$ cat src/common/sgi_pkg.sv
// constants shared by both ends of the serial module global control link
//
// Contract
// RULE1 - stop bit gates the whole module's clock; the code holds the pins and masks requests, halt and acknowledge instead
// RULE2 - while stopped only the config register reads
// RULE3 - writes are stored even while stopped
// RULE4 - stop set by software write and reset
// RULE5 - software quiesces units before setting stop
// RULE6 - freeze with upper bit halts queued unit
// RULE7 - system asserts freeze in background debug
// RULE8 - level field picks request line seven to one
// RULE9 - level zero disables that unit's requests
// RULE10 - equal levels: queued unit served first
// RULE11 - acknowledge mask compared with request level
// RULE12 - serial arbitration; zero number means spurious
// RULE13 - winner drives vector on data bus
// RULE14 - vector upper bits shared, bit zero names source
// RULE15 - vector resets 0x0f, bit zero reads one
// RULE16 - assign bit: clear general purpose, set queued
// RULE17 - direction bit: clear input, set output
// RULE18 - transmit enabled forces transmit pin output
// RULE19 - data register drives outputs, reads pin levels
// RULE20 - software loads data before setting direction
// RULE21 - data pin roles follow direction and mode
// RULE22 - select pins roles follow direction and mode
// RULE23 - clock and transmit pins stay general otherwise
`default_nettype none
package sgi_pkg;
  localparam int ADDR_W = 4;
  localparam int DATA_W = 8;
  localparam int PIN_COUNT = 8;
  localparam int LEVEL_W = 3;
  localparam int ARB_W = 4;
  // register indices
  localparam logic [ADDR_W-1:0] REG_CONFIG = 4'h0;
  localparam logic [ADDR_W-1:0] REG_LEVEL = 4'h1;
  localparam logic [ADDR_W-1:0] REG_VECTOR = 4'h2;
  localparam logic [ADDR_W-1:0] REG_PORT_DATA = 4'h3;
  localparam logic [ADDR_W-1:0] REG_PIN_ASSIGN = 4'h4;
  localparam logic [ADDR_W-1:0] REG_DIRECTION = 4'h5;
  // module_config_reg fields
  localparam int CFG_STOP_BIT = 7;
  localparam int CFG_FRZ1_BIT = 6;
  localparam int CFG_FRZ0_BIT = 5;
  localparam int CFG_ARB_LSB = 0;
  // irq_level_reg fields
  localparam int LVL_QUEUED_LSB = 3;
  localparam int LVL_ASYNC_LSB = 0;
  // reset values
  localparam logic [DATA_W-1:0] CONFIG_RESET = 8'h80;
  localparam logic [DATA_W-1:0] LEVEL_RESET = 8'h00;
  localparam logic [DATA_W-1:0] VECTOR_RESET = 8'h0f;
  localparam logic [DATA_W-1:0] PORT_DATA_RESET = 8'h00;
  localparam logic [DATA_W-1:0] PIN_ASSIGN_RESET = 8'h00;
  localparam logic [DATA_W-1:0] DIRECTION_RESET = 8'h00;
  // pin positions
  localparam int PIN_MISO = 0;
  localparam int PIN_MOSI = 1;
  localparam int PIN_SCK = 2;
  localparam int PIN_SEL0 = 3;
  localparam int PIN_TXD = 7;
  // host waits this count plus one cycles for a vector before calling it spurious
  localparam logic [3:0] IACK_TIMEOUT = 4'h9;
endpackage : sgi_pkg
`default_nettype wire

$ cat src/common/sgi_if.sv
// register, freeze and interrupt acknowledge link between core and module
`timescale 1ns/1ns
`default_nettype none
interface sgi_if;
  // register access
  logic sel;
  logic wr;
  logic [3:0] addr;
  logic [7:0] wdata;
  logic [7:0] rdata;
  logic ack;
  // debug freeze
  logic freeze;
  // interrupt requests and acknowledge
  logic [7:1] irq_req;
  logic iack;
  logic [2:0] iack_level;
  logic [2:0] iack_mask;
  logic arb_out;
  logic arb_bus;
  logic vec_valid;
  logic [7:0] vector;
  modport dev (input sel, wr, addr, wdata, freeze, iack, iack_level, iack_mask, arb_bus,
               output rdata, ack, irq_req, arb_out, vec_valid, vector);
  modport host (output sel, wr, addr, wdata, freeze, iack, iack_level, iack_mask, arb_bus,
                input rdata, ack, irq_req, arb_out, vec_valid, vector);
endinterface : sgi_if
`default_nettype wire

$ cat src/hdl/sgi_device.sv
// module end: global config, interrupt levels, vector answer and pin control
`timescale 1ns/1ns
`default_nettype none
module sgi_device (
  // system
  input wire logic clk,
  input wire logic reset_n,
  // link to the core
  sgi_if.dev bus,
  // serial units
  input wire logic queued_irq_req,
  input wire logic async_irq_req,
  input wire logic queued_unit_enable,
  input wire logic async_tx_enable,
  input wire logic master_mode,
  input wire logic transfer_boundary,
  input wire logic txd_data,
  input wire logic [sgi_pkg::PIN_COUNT-2:0] spi_out_data,
  output logic queued_irq_served,
  output logic async_irq_served,
  output logic queued_halt,
  output logic module_stopped,
  output logic [sgi_pkg::PIN_COUNT-1:0] spi_in_data,
  output logic [sgi_pkg::PIN_COUNT-1:0] spi_in_enable,
  // pins
  input wire logic [sgi_pkg::PIN_COUNT-1:0] pin_in,
  output logic [sgi_pkg::PIN_COUNT-1:0] pin_out,
  output logic [sgi_pkg::PIN_COUNT-1:0] pin_oe_n
);
  import sgi_pkg::*;

  typedef enum logic [1:0] {ST_IDLE, ST_ARB, ST_RESP, ST_DONE} sgi_ack_state_t;

  logic [DATA_W-1:0] config_r;
  logic [DATA_W-1:0] level_r;
  logic [7:1] vector_r;
  logic [DATA_W-1:0] port_data_r;
  logic [DATA_W-1:0] assign_r;
  logic [DATA_W-1:0] dir_r;
  logic [DATA_W-1:0] rdata_r;
  logic ack_r;
  logic [PIN_COUNT-1:0] pin_meta_r;
  logic [PIN_COUNT-1:0] pin_sync_r;
  logic stop;
  logic [LEVEL_W-1:0] queued_level;
  logic [LEVEL_W-1:0] async_level;
  logic [ARB_W-1:0] arb_number;
  logic [7:0] irq_lines;
  logic [7:1] irq_r;
  logic halt_r;
  sgi_ack_state_t state_r;
  logic [1:0] arb_cnt_r;
  logic arb_in_r;
  logic arb_out_r;
  logic src_queued_r;
  logic vec_valid_r;
  logic [7:0] vec_r;
  logic q_served_r;
  logic a_served_r;
  logic q_match;
  logic a_match;
  logic contend;
  logic arb_in_nxt;
  logic [PIN_COUNT-1:0] drive_nxt;
  logic [PIN_COUNT-1:0] value_nxt;
  logic [PIN_COUNT-1:0] in_en_nxt;
  logic [PIN_COUNT-1:0] pin_out_r;
  logic [PIN_COUNT-1:0] pin_oe_n_r;
  logic [PIN_COUNT-1:0] spi_in_r;
  logic [PIN_COUNT-1:0] spi_in_en_r;
  logic [PIN_COUNT-1:0] spi_out_pad;

  assign stop = config_r[CFG_STOP_BIT];
  assign queued_level = level_r[LVL_QUEUED_LSB +: LEVEL_W];
  assign async_level = level_r[LVL_ASYNC_LSB +: LEVEL_W];
  assign arb_number = config_r[CFG_ARB_LSB +: ARB_W];
  // pin 7 has no queued data; padded so every pin indexes in range
  assign spi_out_pad = {1'b0, spi_out_data};

  // register writes land regardless of stop
  always_ff @(posedge clk or negedge reset_n)
  begin
    if (!reset_n)
    begin
      config_r <= CONFIG_RESET; // [RULE4]
      level_r <= LEVEL_RESET;
      vector_r <= VECTOR_RESET[7:1]; // [RULE15]
      port_data_r <= PORT_DATA_RESET;
      assign_r <= PIN_ASSIGN_RESET;
      dir_r <= DIRECTION_RESET;
    end
    else if (bus.sel && bus.wr)
    begin
      case (bus.addr) // [RULE3]
        REG_CONFIG: config_r <= bus.wdata; // [RULE4]
        REG_LEVEL: level_r <= bus.wdata & 8'h3f;
        REG_VECTOR: vector_r <= bus.wdata[7:1]; // [RULE15]
        REG_PORT_DATA: port_data_r <= bus.wdata; // [RULE19]
        REG_PIN_ASSIGN: assign_r <= bus.wdata;
        REG_DIRECTION: dir_r <= bus.wdata;
        default: config_r <= config_r;
      endcase
    end
  end

  // reads answer one cycle later; while stopped only config is served
  always_ff @(posedge clk or negedge reset_n)
  begin
    if (!reset_n)
    begin
      rdata_r <= 8'h00;
      ack_r <= 1'b0;
    end
    else
    begin
      ack_r <= bus.sel;
      rdata_r <= 8'h00;
      if (bus.sel && !bus.wr)
      begin
        if (bus.addr == REG_CONFIG)
          rdata_r <= config_r;
        else if (!stop) // [RULE2]
        begin
          case (bus.addr)
            REG_LEVEL: rdata_r <= level_r;
            REG_VECTOR: rdata_r <= {vector_r, 1'b1}; // [RULE15]
            REG_PORT_DATA: rdata_r <= pin_sync_r; // [RULE19]
            REG_PIN_ASSIGN: rdata_r <= assign_r;
            REG_DIRECTION: rdata_r <= dir_r;
            default: rdata_r <= 8'h00;
          endcase
        end
      end
    end
  end

  // pin synchroniser
  always_ff @(posedge clk or negedge reset_n)
  begin
    if (!reset_n)
    begin
      pin_meta_r <= '0;
      pin_sync_r <= '0;
    end
    else
    begin
      pin_meta_r <= pin_in;
      pin_sync_r <= pin_meta_r;
    end
  end

  // request lines; frozen state of a stopped module asserts nothing
  always_comb
  begin
    irq_lines = 8'h00;
    if (!stop && queued_irq_req && queued_level != 3'h0) // [RULE9]
      irq_lines[queued_level] = 1'b1; // [RULE8]
    if (!stop && async_irq_req && async_level != 3'h0) // [RULE9]
      irq_lines[async_level] = 1'b1; // [RULE8]
  end

  always_ff @(posedge clk or negedge reset_n)
  begin
    if (!reset_n)
      irq_r <= '0;
    else
      irq_r <= irq_lines[7:1]; // [RULE1]
  end

  // queued unit halt on freeze, taken at a transfer boundary
  always_ff @(posedge clk or negedge reset_n)
  begin
    if (!reset_n)
      halt_r <= 1'b0;
    else if (!bus.freeze)
      halt_r <= 1'b0;
    else if (!stop && config_r[CFG_FRZ1_BIT] && transfer_boundary) // [RULE6]
      halt_r <= 1'b1;
  end

  // acknowledge: compare mask, contend serially, then answer with vector
  assign q_match = queued_irq_req && queued_level != 3'h0 && queued_level == bus.iack_level;
  assign a_match = async_irq_req && async_level != 3'h0 && async_level == bus.iack_level;
  assign contend = !stop && (q_match || a_match) && (bus.iack_level > bus.iack_mask); // [RULE11]
  assign arb_in_nxt = arb_in_r && !(bus.arb_bus && !arb_out_r); // [RULE12]

  always_ff @(posedge clk or negedge reset_n)
  begin
    if (!reset_n)
    begin
      state_r <= ST_IDLE;
      arb_cnt_r <= 2'h0;
      arb_in_r <= 1'b0;
      arb_out_r <= 1'b0;
      src_queued_r <= 1'b0;
      vec_valid_r <= 1'b0;
      vec_r <= 8'h00;
      q_served_r <= 1'b0;
      a_served_r <= 1'b0;
    end
    else
    begin
      q_served_r <= 1'b0;
      a_served_r <= 1'b0;
      case (state_r)
        ST_IDLE:
          if (bus.iack && contend)
          begin
            state_r <= ST_ARB;
            arb_cnt_r <= 2'h3;
            arb_in_r <= 1'b1;
            arb_out_r <= arb_number[ARB_W-1];
            src_queued_r <= q_match; // [RULE10]
          end
          else if (bus.iack)
            state_r <= ST_DONE;
        ST_ARB:
        begin
          arb_in_r <= arb_in_nxt; // [RULE12]
          if (arb_cnt_r == 2'h0)
          begin
            state_r <= ST_RESP;
            arb_out_r <= 1'b0;
          end
          else
          begin
            arb_cnt_r <= arb_cnt_r - 2'h1;
            arb_out_r <= arb_number[arb_cnt_r - 2'h1] & arb_in_nxt;
          end
        end
        ST_RESP:
        begin
          state_r <= ST_DONE;
          if (arb_in_r && arb_number != 4'h0) // [RULE12]
          begin
            vec_valid_r <= 1'b1; // [RULE13]
            vec_r <= {vector_r, src_queued_r}; // [RULE14]
            q_served_r <= src_queued_r;
            a_served_r <= !src_queued_r;
          end
        end
        ST_DONE:
          if (!bus.iack)
          begin
            state_r <= ST_IDLE;
            vec_valid_r <= 1'b0;
          end
        default: state_r <= ST_IDLE;
      endcase
    end
  end

  // per-pin function selection
  for (genvar i = 0; i < PIN_COUNT; i++)
  begin : g_pin
    always_comb
    begin
      drive_nxt[i] = dir_r[i]; // [RULE17]
      value_nxt[i] = port_data_r[i]; // [RULE19]
      in_en_nxt[i] = 1'b0;
      if (i == PIN_TXD)
      begin
        if (async_tx_enable) // [RULE18]
        begin
          drive_nxt[i] = 1'b1;
          value_nxt[i] = txd_data;
        end
      end
      else if (assign_r[i] && (i != PIN_SCK || queued_unit_enable)) // [RULE16] [RULE23]
      begin
        value_nxt[i] = spi_out_pad[i];
        if (i == PIN_MISO)
        begin
          drive_nxt[i] = !master_mode && dir_r[i]; // [RULE21]
          in_en_nxt[i] = master_mode && !dir_r[i];
        end
        else if (i == PIN_MOSI)
        begin
          drive_nxt[i] = master_mode && dir_r[i]; // [RULE21]
          in_en_nxt[i] = !master_mode && !dir_r[i];
        end
        else if (i == PIN_SCK)
        begin
          drive_nxt[i] = master_mode;
          in_en_nxt[i] = !master_mode;
        end
        else
        begin
          drive_nxt[i] = master_mode && dir_r[i]; // [RULE22]
          in_en_nxt[i] = (i == PIN_SEL0) && !dir_r[i];
        end
      end
    end
  end

  // pins hold their last state while the module clock is off
  always_ff @(posedge clk or negedge reset_n)
  begin
    if (!reset_n)
    begin
      pin_out_r <= '0;
      pin_oe_n_r <= '1;
      spi_in_r <= '0;
      spi_in_en_r <= '0;
    end
    else if (!stop) // [RULE1]
    begin
      pin_out_r <= value_nxt;
      pin_oe_n_r <= ~drive_nxt;
      spi_in_r <= pin_sync_r;
      spi_in_en_r <= in_en_nxt;
    end
  end

  assign bus.rdata = rdata_r;
  assign bus.ack = ack_r;
  assign bus.irq_req = irq_r;
  assign bus.arb_out = arb_out_r;
  assign bus.vec_valid = vec_valid_r;
  assign bus.vector = vec_r;
  assign queued_irq_served = q_served_r;
  assign async_irq_served = a_served_r;
  assign queued_halt = halt_r;
  assign module_stopped = stop;
  assign spi_in_data = spi_in_r;
  assign spi_in_enable = spi_in_en_r;
  assign pin_out = pin_out_r;
  assign pin_oe_n = pin_oe_n_r;
endmodule : sgi_device
`default_nettype wire

$ cat src/flat_wrapper.sv
// flat-port wrapper written by rule: the top's interface ports become plain ports
module sgi_device_flat import sgi_pkg::*;
  (clk, reset_n, queued_irq_req, async_irq_req, queued_unit_enable, async_tx_enable, master_mode, transfer_boundary, txd_data, spi_out_data, queued_irq_served, async_irq_served, queued_halt, module_stopped, spi_in_data, spi_in_enable, pin_in, pin_out, pin_oe_n, bus_sel, bus_wr, bus_addr, bus_wdata, bus_freeze, bus_iack, bus_iack_level, bus_iack_mask, bus_arb_bus, bus_rdata, bus_ack, bus_irq_req, bus_arb_out, bus_vec_valid, bus_vector);
  sgi_if bus_i ();
  input wire logic clk;
  input wire logic reset_n;
  input wire logic queued_irq_req;
  input wire logic async_irq_req;
  input wire logic queued_unit_enable;
  input wire logic async_tx_enable;
  input wire logic master_mode;
  input wire logic transfer_boundary;
  input wire logic txd_data;
  input wire logic [sgi_pkg::PIN_COUNT-2:0] spi_out_data;
  output logic queued_irq_served;
  output logic async_irq_served;
  output logic queued_halt;
  output logic module_stopped;
  output logic [sgi_pkg::PIN_COUNT-1:0] spi_in_data;
  output logic [sgi_pkg::PIN_COUNT-1:0] spi_in_enable;
  input wire logic [sgi_pkg::PIN_COUNT-1:0] pin_in;
  output logic [sgi_pkg::PIN_COUNT-1:0] pin_out;
  output logic [sgi_pkg::PIN_COUNT-1:0] pin_oe_n;
  input wire logic [$bits(bus_i.sel)-1:0] bus_sel;
  input wire logic [$bits(bus_i.wr)-1:0] bus_wr;
  input wire logic [$bits(bus_i.addr)-1:0] bus_addr;
  input wire logic [$bits(bus_i.wdata)-1:0] bus_wdata;
  input wire logic [$bits(bus_i.freeze)-1:0] bus_freeze;
  input wire logic [$bits(bus_i.iack)-1:0] bus_iack;
  input wire logic [$bits(bus_i.iack_level)-1:0] bus_iack_level;
  input wire logic [$bits(bus_i.iack_mask)-1:0] bus_iack_mask;
  input wire logic [$bits(bus_i.arb_bus)-1:0] bus_arb_bus;
  output wire logic [$bits(bus_i.rdata)-1:0] bus_rdata;
  output wire logic [$bits(bus_i.ack)-1:0] bus_ack;
  output wire logic [$bits(bus_i.irq_req)-1:0] bus_irq_req;
  output wire logic [$bits(bus_i.arb_out)-1:0] bus_arb_out;
  output wire logic [$bits(bus_i.vec_valid)-1:0] bus_vec_valid;
  output wire logic [$bits(bus_i.vector)-1:0] bus_vector;
  assign bus_i.sel = bus_sel;
  assign bus_i.wr = bus_wr;
  assign bus_i.addr = bus_addr;
  assign bus_i.wdata = bus_wdata;
  assign bus_i.freeze = bus_freeze;
  assign bus_i.iack = bus_iack;
  assign bus_i.iack_level = bus_iack_level;
  assign bus_i.iack_mask = bus_iack_mask;
  assign bus_i.arb_bus = bus_arb_bus;
  assign bus_rdata = bus_i.rdata;
  assign bus_ack = bus_i.ack;
  assign bus_irq_req = bus_i.irq_req;
  assign bus_arb_out = bus_i.arb_out;
  assign bus_vec_valid = bus_i.vec_valid;
  assign bus_vector = bus_i.vector;
  sgi_device u_core (.clk(clk), .reset_n(reset_n), .bus(bus_i), .queued_irq_req(queued_irq_req), .async_irq_req(async_irq_req), .queued_unit_enable(queued_unit_enable), .async_tx_enable(async_tx_enable), .master_mode(master_mode), .transfer_boundary(transfer_boundary), .txd_data(txd_data), .spi_out_data(spi_out_data), .queued_irq_served(queued_irq_served), .async_irq_served(async_irq_served), .queued_halt(queued_halt), .module_stopped(module_stopped), .spi_in_data(spi_in_data), .spi_in_enable(spi_in_enable), .pin_in(pin_in), .pin_out(pin_out), .pin_oe_n(pin_oe_n));
endmodule
$ cat config.mk
export PLATFORM = sky130hd
export DESIGN_NAME = sgi_device_flat
export DESIGN_NICKNAME = d
export VERILOG_FILES = /design/src/common/sgi_pkg.sv /design/src/common/sgi_if.sv /design/src/hdl/sgi_device.sv /design/src/flat_wrapper.sv
export SDC_FILE = /design/constraint.sdc
export NUM_CORES = 1
export LEC_CHECK = 0
export BUFFER_PORTS_ARGS = -buffer_cell sky130_fd_sc_hd__buf_2
export CAP_MARGIN = 10
export CORE_MARGIN = 2
export CORE_UTILIZATION = 30
export DETAILED_ROUTE_END_ITERATION = 6
export GPL_ROUTABILITY_DRIVEN = 0
export HOLD_SLACK_MARGIN = 0.08
export MAX_ROUTING_LAYER = met4
export PLACE_DENSITY = 0.47
export SLEW_MARGIN = 10
export SYNTH_ARGS = -nofsm -noshare
export SYNTH_HDL_FRONTEND = slang
export SYNTH_SLANG_ARGS = --single-unit
$ cat constraint.sdc
create_clock -name clk -period 2.53 [get_ports clk]
set_input_delay 0.759 -clock clk [delete_from_list [all_inputs] [get_ports clk]]
set_output_delay 0.759 -clock clk [all_outputs]
set_load 0.05 [all_outputs]
==> results of run 1 <==
[worst max path at each step]
stage                                 start                  to  slack, ns
after global placement    bus_iack_level[0]  u_core.bus.arb_out       0.11
final                     u_core.state_r[0]  u_core.bus.arb_out       0.35
after global routing      u_core.state_r[0]     u_core.arb_in_r       0.16
after CTS                 u_core.state_r[0]  u_core.bus.arb_out       0.32
after detailed placement  bus_iack_level[0]     u_core.arb_in_r       0.02
after floorplan           bus_iack_level[0]  u_core.bus.arb_out       0.31
[area by class of cell]
class                   instances  area share (%)
diodes                          3           0.109
well taps                     229            4.15
repair buffers                119            9.75
clock inverters                13            2.74
multi-input cells             276            31.0
inverters                      13           0.707
flip-flops and latches        124            45.2
clock buffers                  19            6.41
[worst register-to-register path: cells and delay by family (launching register included)]
| family | cells | cell delay [ns] |
|---|---|---|
| multiplexers | 1 | 0.27 |
| buffers and inverters | 1 | 0.11 |
| AO/OA/AOI/OAI | 4 | 0.85 |
| flip-flops | 1 | 0.40 |
| AND/OR/NAND/NOR | 1 | 0.12 |
| adder cells (fa/ha/maj) | 1 | 0.31 |
[power breakdown]
group	internal [W]	switching (W)	total, W
registers	0.00237	0.000276	0.00265
clock network	0.00168	0.000907	0.00259
logic	0.000592	0.00117	0.00177
[layer usage]
metal  vias to the layer above  wire (µm)
met5                         -          0
met4                         0        220
met3                        14        885
met2                       136       6530
met1                      1921       6380
li1                       1790          -
[synth_stat cells, types with 2 or more instances]
cell type | count | area share [%]
ha_1 | 8 | 1.8
a221oi_1 | 3 | 0.49
o31ai_1 | 8 | 1.1
o32ai_1 | 2 | 0.32
nor2_1 | 16 | 1.1
nor2b_1 | 6 | 0.69
mux2_2 | 64 | 13
a22oi_1 | 13 | 1.8
mux2i_1 | 16 | 3.0
xnor2_1 | 2 | 0.32
nor4_1 | 2 | 0.23
o22ai_1 | 5 | 0.58
nand3b_1 | 3 | 0.42
nand2_1 | 40 | 2.8
nand3_1 | 3 | 0.28
a31oi_1 | 2 | 0.23
inv_1 | 13 | 0.90
o21ai_0 | 24 | 2.2
dfrtp_1 | 112 | 52
o211ai_2 | 2 | 0.46
dfstp_2 | 12 | 5.8
o221ai_1 | 4 | 0.65
clkbuf_1 | 7 | 0.49
o21a_1 | 2 | 0.28
nor3_1 | 7 | 0.65
buf_1 | 2 | 0.14
buf_4 | 5 | 0.69
nor4_4 | 2 | 0.79
and3_1 | 2 | 0.23
xor2_1 | 2 | 0.32
buf_2 | 8 | 0.74
nand2b_1 | 9 | 1.0
a21oi_1 | 10 | 0.92
[per-stage QoR]
stage | std cells | power, W
after global routing | 795 | 0.00737
final | 796 | 0.00700
after floorplan | 436 | 0.00393
after detailed placement | 761 | 0.00447
after CTS | 793 | 0.00710
after global placement | 761 | 0.00442
[cells by family (layout without fill, tap and decap cells)]
logic type,Yosys count,in the layout
adders and majority gates,8,8
DFF,124,124
buffers and inverters,36,164
xor gates and xnor gates,4,4
muxes,81,81
other,1,7
and+or+nand+nor,98,98
AOI/OAI and AO/OA,81,81
==> results.yml, run 1 <==
clock_tree:
  path_clk_slew_ns: 0.06
  cts_tree: "yes"
  clkLatencyLatePin_ns: 0.42
  cts_hold_buffers: 0
  clock_path_buffers: 2
  cts_inserted_buffers: 17
  post_cts_buffers: 0
  cts-root-buf: "clkbuf_16"
  h-tree-depth: 4
  cts.sink_count: 124
  ctsResizeCount: 0
synthesis:
  synthXorXnorAreaFrac_pct: 0.647
  ys_types: 50
  synth_top_family_by_area: "multiplexers"
  synth_edf_count: 0
  synthArstFlopShare_pct: 100
  synth_fa_ha_area_share_pct: 1.85
  yosysSeqAreaShare_pct: 57.6
  synth_warnings: 0
  synth.cell_area_mm2: 0.00542
  synth_compound_area_share_pct: 10.6
  avgSynthCellArea_um2: 12.5
  synth_flop_cell: "dfrtp_1"
  muxShareOfSynthArea_pct: 16.7
  postSynthCellCount: 433
  yosys.area_share.simple_pct: 9.47
  ys_ff_latch: 124
drt:
  wl_per_cell_um: 17.6
  dr.first_iter.drc_count: 220
  ant_nets: 0
  firstDrtPassIters: 4
  num_vias: 3861
  drt_drc_violations_left: 0
  wirelength_um: 14000
  via_per_inst: 4.85
min_path:
  min-delay-path-class: "in2async"
critical_path:
  critPathRequiredTime_ns: 2.82
  rrSetupSlack_ns: 0.35
  r2r-start: "u_core.state_r[0]"
  reg2reg_depth: 8
  crit_cells: 8
  critPathArrivalTime_ns: 2.46
  cp_slowest_cell: "dfrtp_1"
  critPathKind: "reg2reg"
  r2r_end: "u_core.bus.arb_out"
  worstPathCellList: "inv_1, ha_1, nand2_1, a311oi_1, o21ai_0, a21oi_4, mux2i_1, o211ai_2"
  max_stage_delay_ns: 0.40
  cp-end-kind: "flip-flop"
  critPathBufInv: 1
  crit_fanout: 9
  start_kind: "flip-flop"
  cpLargestDelayFamily: "compound AO/OA/AOI/OAI gates"
power:
  p_leak_nw: 3.20
  peakVddDrop_v: 0.000506
  p_per_area_mw_per_mm2: 1010
timing:
  hold_viol: 0
  hold_ws_ns: 0.279
  min_period_ns: 2.18
  fin_worst_skew_ns: 0.00576
  drv_slew: 0
  layout_setup_ws_ns: 0.352
  post-route-period-util_pct: 86.1
  slew_headroom_pct: 63.3
  max_freq_mhz: 459
  fin_tns_setup_ns: 0
  grt_setup_unrepaired: "false"
  finalSetupViolations: 0
  tightest_slew_ns: 0.549
global_route:
  antenna_found_initial: 2
  groute.layer.met2.usage_pct: 23.6
  grt_use_met1_pct: 20.3
  grt_pass1_wl_um: 22700
  use_met3_pct: 5.02
  gr-total-overflow: 0
  grt_busiest_layer: "met2"
  grt_max_degree: 46
  grt_usage_pct: 15.8
  grt_pass1_vias: 4004
final_layout:
  finalNetCount: 606
  multi_input_area_mm2: 0.00214
  mostFrequentLayoutCells: "dfrtp_1 (112), buf_2 (103), mux2_2 (64)"
  drive_gt1_share_pct: 41.8
  syn2layout_area_growth_pct: 27.5
  final_common_cell: "dfrtp_1"
  n_fill_cell: 1755
  utilization_pct: 38.7
  regArea_mm2: 0.00312
  finalInstanceArea_mm2: 0.00691
run:
  maxCapViolations: 0
floorplan:
  ioPinCount: 109
  die_x_um: 138
  num_rows: 49
  fp.dieH_um: 138
  start_util_pct: 30.4
  dieArea_mm2: 0.0192
  coreArea_mm2: 0.0178
placed_design:
  dpl_worst_slack_ns: 0.0221
  port_buffers: 104
  post-dp-hpwl_um: 10100
  place_area_mm2: 0.00627
run_status:
  status: "complete, no violations"
(Power assumes the default switching activity.)
==> inputs of run 2 (changes only) <==
clock period = 2.55 ns   (was 2.53 ns; I/O delays follow)
==> run 2 against run 1 <==
Effect of this change: power shrank 3.5%; first-iteration DRC count grew 11%; routed wire length shrank 0.24%; sequential power is essentially flat; via count shrank 0.85%; combinational power is essentially flat; final cell count shrank 0.13%; setup slack gained 0.023 ns; register-to-register slack gained 0.04 ns; clock skew grew 0.010 ns; critical path depth shrank 7.
==> results.yml, run 2 (synthesis results as in run 1) <==
timing:
  fin_worst_skew_ns: 0.0162
  grt_setup_unrepaired: "false"
  hold_viol: 0
  tightest_slew_ns: 0.498
  fin_tns_setup_ns: 0
  min_period_ns: 2.18
  post-route-period-util_pct: 85.3
  slew_headroom_pct: 66.5
  drv_slew: 0
  finalSetupViolations: 0
  max_freq_mhz: 460
floorplan:
  start_util_pct: 30.4
  num_rows: 49
  coreArea_mm2: 0.0178
  die_x_um: 138
  ioPinCount: 109
  fp.dieH_um: 138
  dieArea_mm2: 0.0192
final_layout:
  syn2layout_area_growth_pct: 26.6
  mostFrequentLayoutCells: "dfrtp_1 (112), buf_2 (103), mux2_2 (64)"
  drive_gt1_share_pct: 41.9
  regArea_mm2: 0.00312
  n_fill_cell: 1744
  final_common_cell: "dfrtp_1"
  finalInstanceArea_mm2: 0.00686
  finalNetCount: 606
  multi_input_area_mm2: 0.00214
clock_tree:
  post_cts_buffers: 0
  clkLatencyLatePin_ns: 0.42
  cts_tree: "yes"
  cts_hold_buffers: 0
  cts-root-buf: "clkbuf_16"
  cts.sink_count: 124
  ctsResizeCount: 0
  cts_inserted_buffers: 17
  clock_path_buffers: 2
  h-tree-depth: 4
  path_clk_slew_ns: 0.06
placed_design:
  place_area_mm2: 0.00627
  port_buffers: 104
  post-dp-hpwl_um: 10100
global_route:
  grt_pass1_vias: 4034
  grt_max_degree: 46
  antenna_found_initial: 2
  grt_usage_pct: 15.7
  grt_pass1_wl_um: 22500
  gr-total-overflow: 0
drt:
  ant_nets: 0
  via_per_inst: 4.82
  dr.first_iter.drc_count: 245
  wl_per_cell_um: 17.6
  drt_drc_violations_left: 0
  num_vias: 3828
  wirelength_um: 14000
  firstDrtPassIters: 4
critical_path:
  rrSetupSlack_ns: 0.39
  cpLargestDelayFamily: "flip-flops"
  crit_cells: 1
  critPathArrivalTime_ns: 1.41
  cp-end-kind: "output port"
  crit_fanout: 8
  r2r-start: "u_core.state_r[0]"
  reg2reg_depth: 8
  start_kind: "flip-flop"
  max_stage_delay_ns: 0.67
  critPathKind: "reg2out"
  critPathBufInv: 1
  r2r_end: "u_core.arb_in_r"
  crit_end: "module_stopped"
  cp_slowest_cell: "dfstp_2"
  startpoint: "u_core.config_r[7]"
  critPathRequiredTime_ns: 1.79
  worstPathCellList: "buf_2"
power:
  peakVddDrop_v: 0.000467
  p_per_area_mw_per_mm2: 986
  p_leak_nw: 3.17
run:
  maxCapViolations: 0
run_status:
  status: "complete, no violations"
min_path:
  min-delay-path-class: "in2async"
[run 2: cell count changes in the layout (fill, tap and decap cells not counted), moves of 2 or more]
| cell | change |
|---|---|
| bufinv_16 | -2 |
| clkbuf_8 | +2 |
| clkinv_2 | +2 |
| clkinv_4 | -2 |
| clkinvlp_4 | +2 |
| inv_6 | -2 |
[run 2: worst min-delay path by stage]
stage                                      end  cells past startpoint
final                     u_core.bus.vector[4]                      1
after global routing      u_core.bus.vector[4]                      1
after CTS                       u_core.bus.ack                      1
after detailed placement  u_core.pin_sync_r[2]                      0
after global placement    u_core.pin_sync_r[6]                      0
after floorplan           u_core.pin_sync_r[0]                      0
[run 2: power by group]
part	internal (W)	switching (W)	total, W	leakage (nW)
registers	0.00235	0.000281	0.00263	1.55
clock network	0.00150	0.000872	0.00237	0.280
logic	0.000587	0.00116	0.00175	1.35
[run 2: cell type report]
cell class	instances	area share, %
Timing Repair Buffer	119	9.81
Sequential cell	124	45.5
Clock buffer	20	6.80
Clock inverter	11	1.73
Antenna cell	3	0.109
Tap cell	229	4.18
Multi-Input combinational cell	276	31.2
Inverter	13	0.711
[run 2: through the flow]
step | utilization, % | total power, W | std cells | hold WS [ns] | setup WS, ns
after floorplan | - | 0.00390 | 436 | 0.331 | 0.320
final | 38.4 | 0.00676 | 795 | 0.271 | 0.374
after global placement | 35.1 | 0.00438 | 761 | 0.335 | 0.130
after CTS | 38.4 | 0.00684 | 792 | 0.280 | 0.362
after detailed placement | 35.1 | 0.00443 | 761 | 0.336 | 0.0776
after global routing | 38.4 | 0.00711 | 794 | 0.294 | 0.199
[run 2: worst register-to-register path, stage by stage, from the launching register on]
cell,delay [ns]
dfrtp_1,0.40
inv_1,0.11
ha_1,0.31
nand2_1,0.11
a311oi_1,0.25
o21ai_0,0.22
a21oi_4,0.28
nand2b_1,0.21
a41oi_1,0.14
[run 2: routing by layer]
layer / routed length [µm] / GRT usage (%)
met3: 707 / 4.12
met1: 6590 / 20.3
met2: 6520 / 23.8
met4: 166 / 5.48
met5: 0 / -
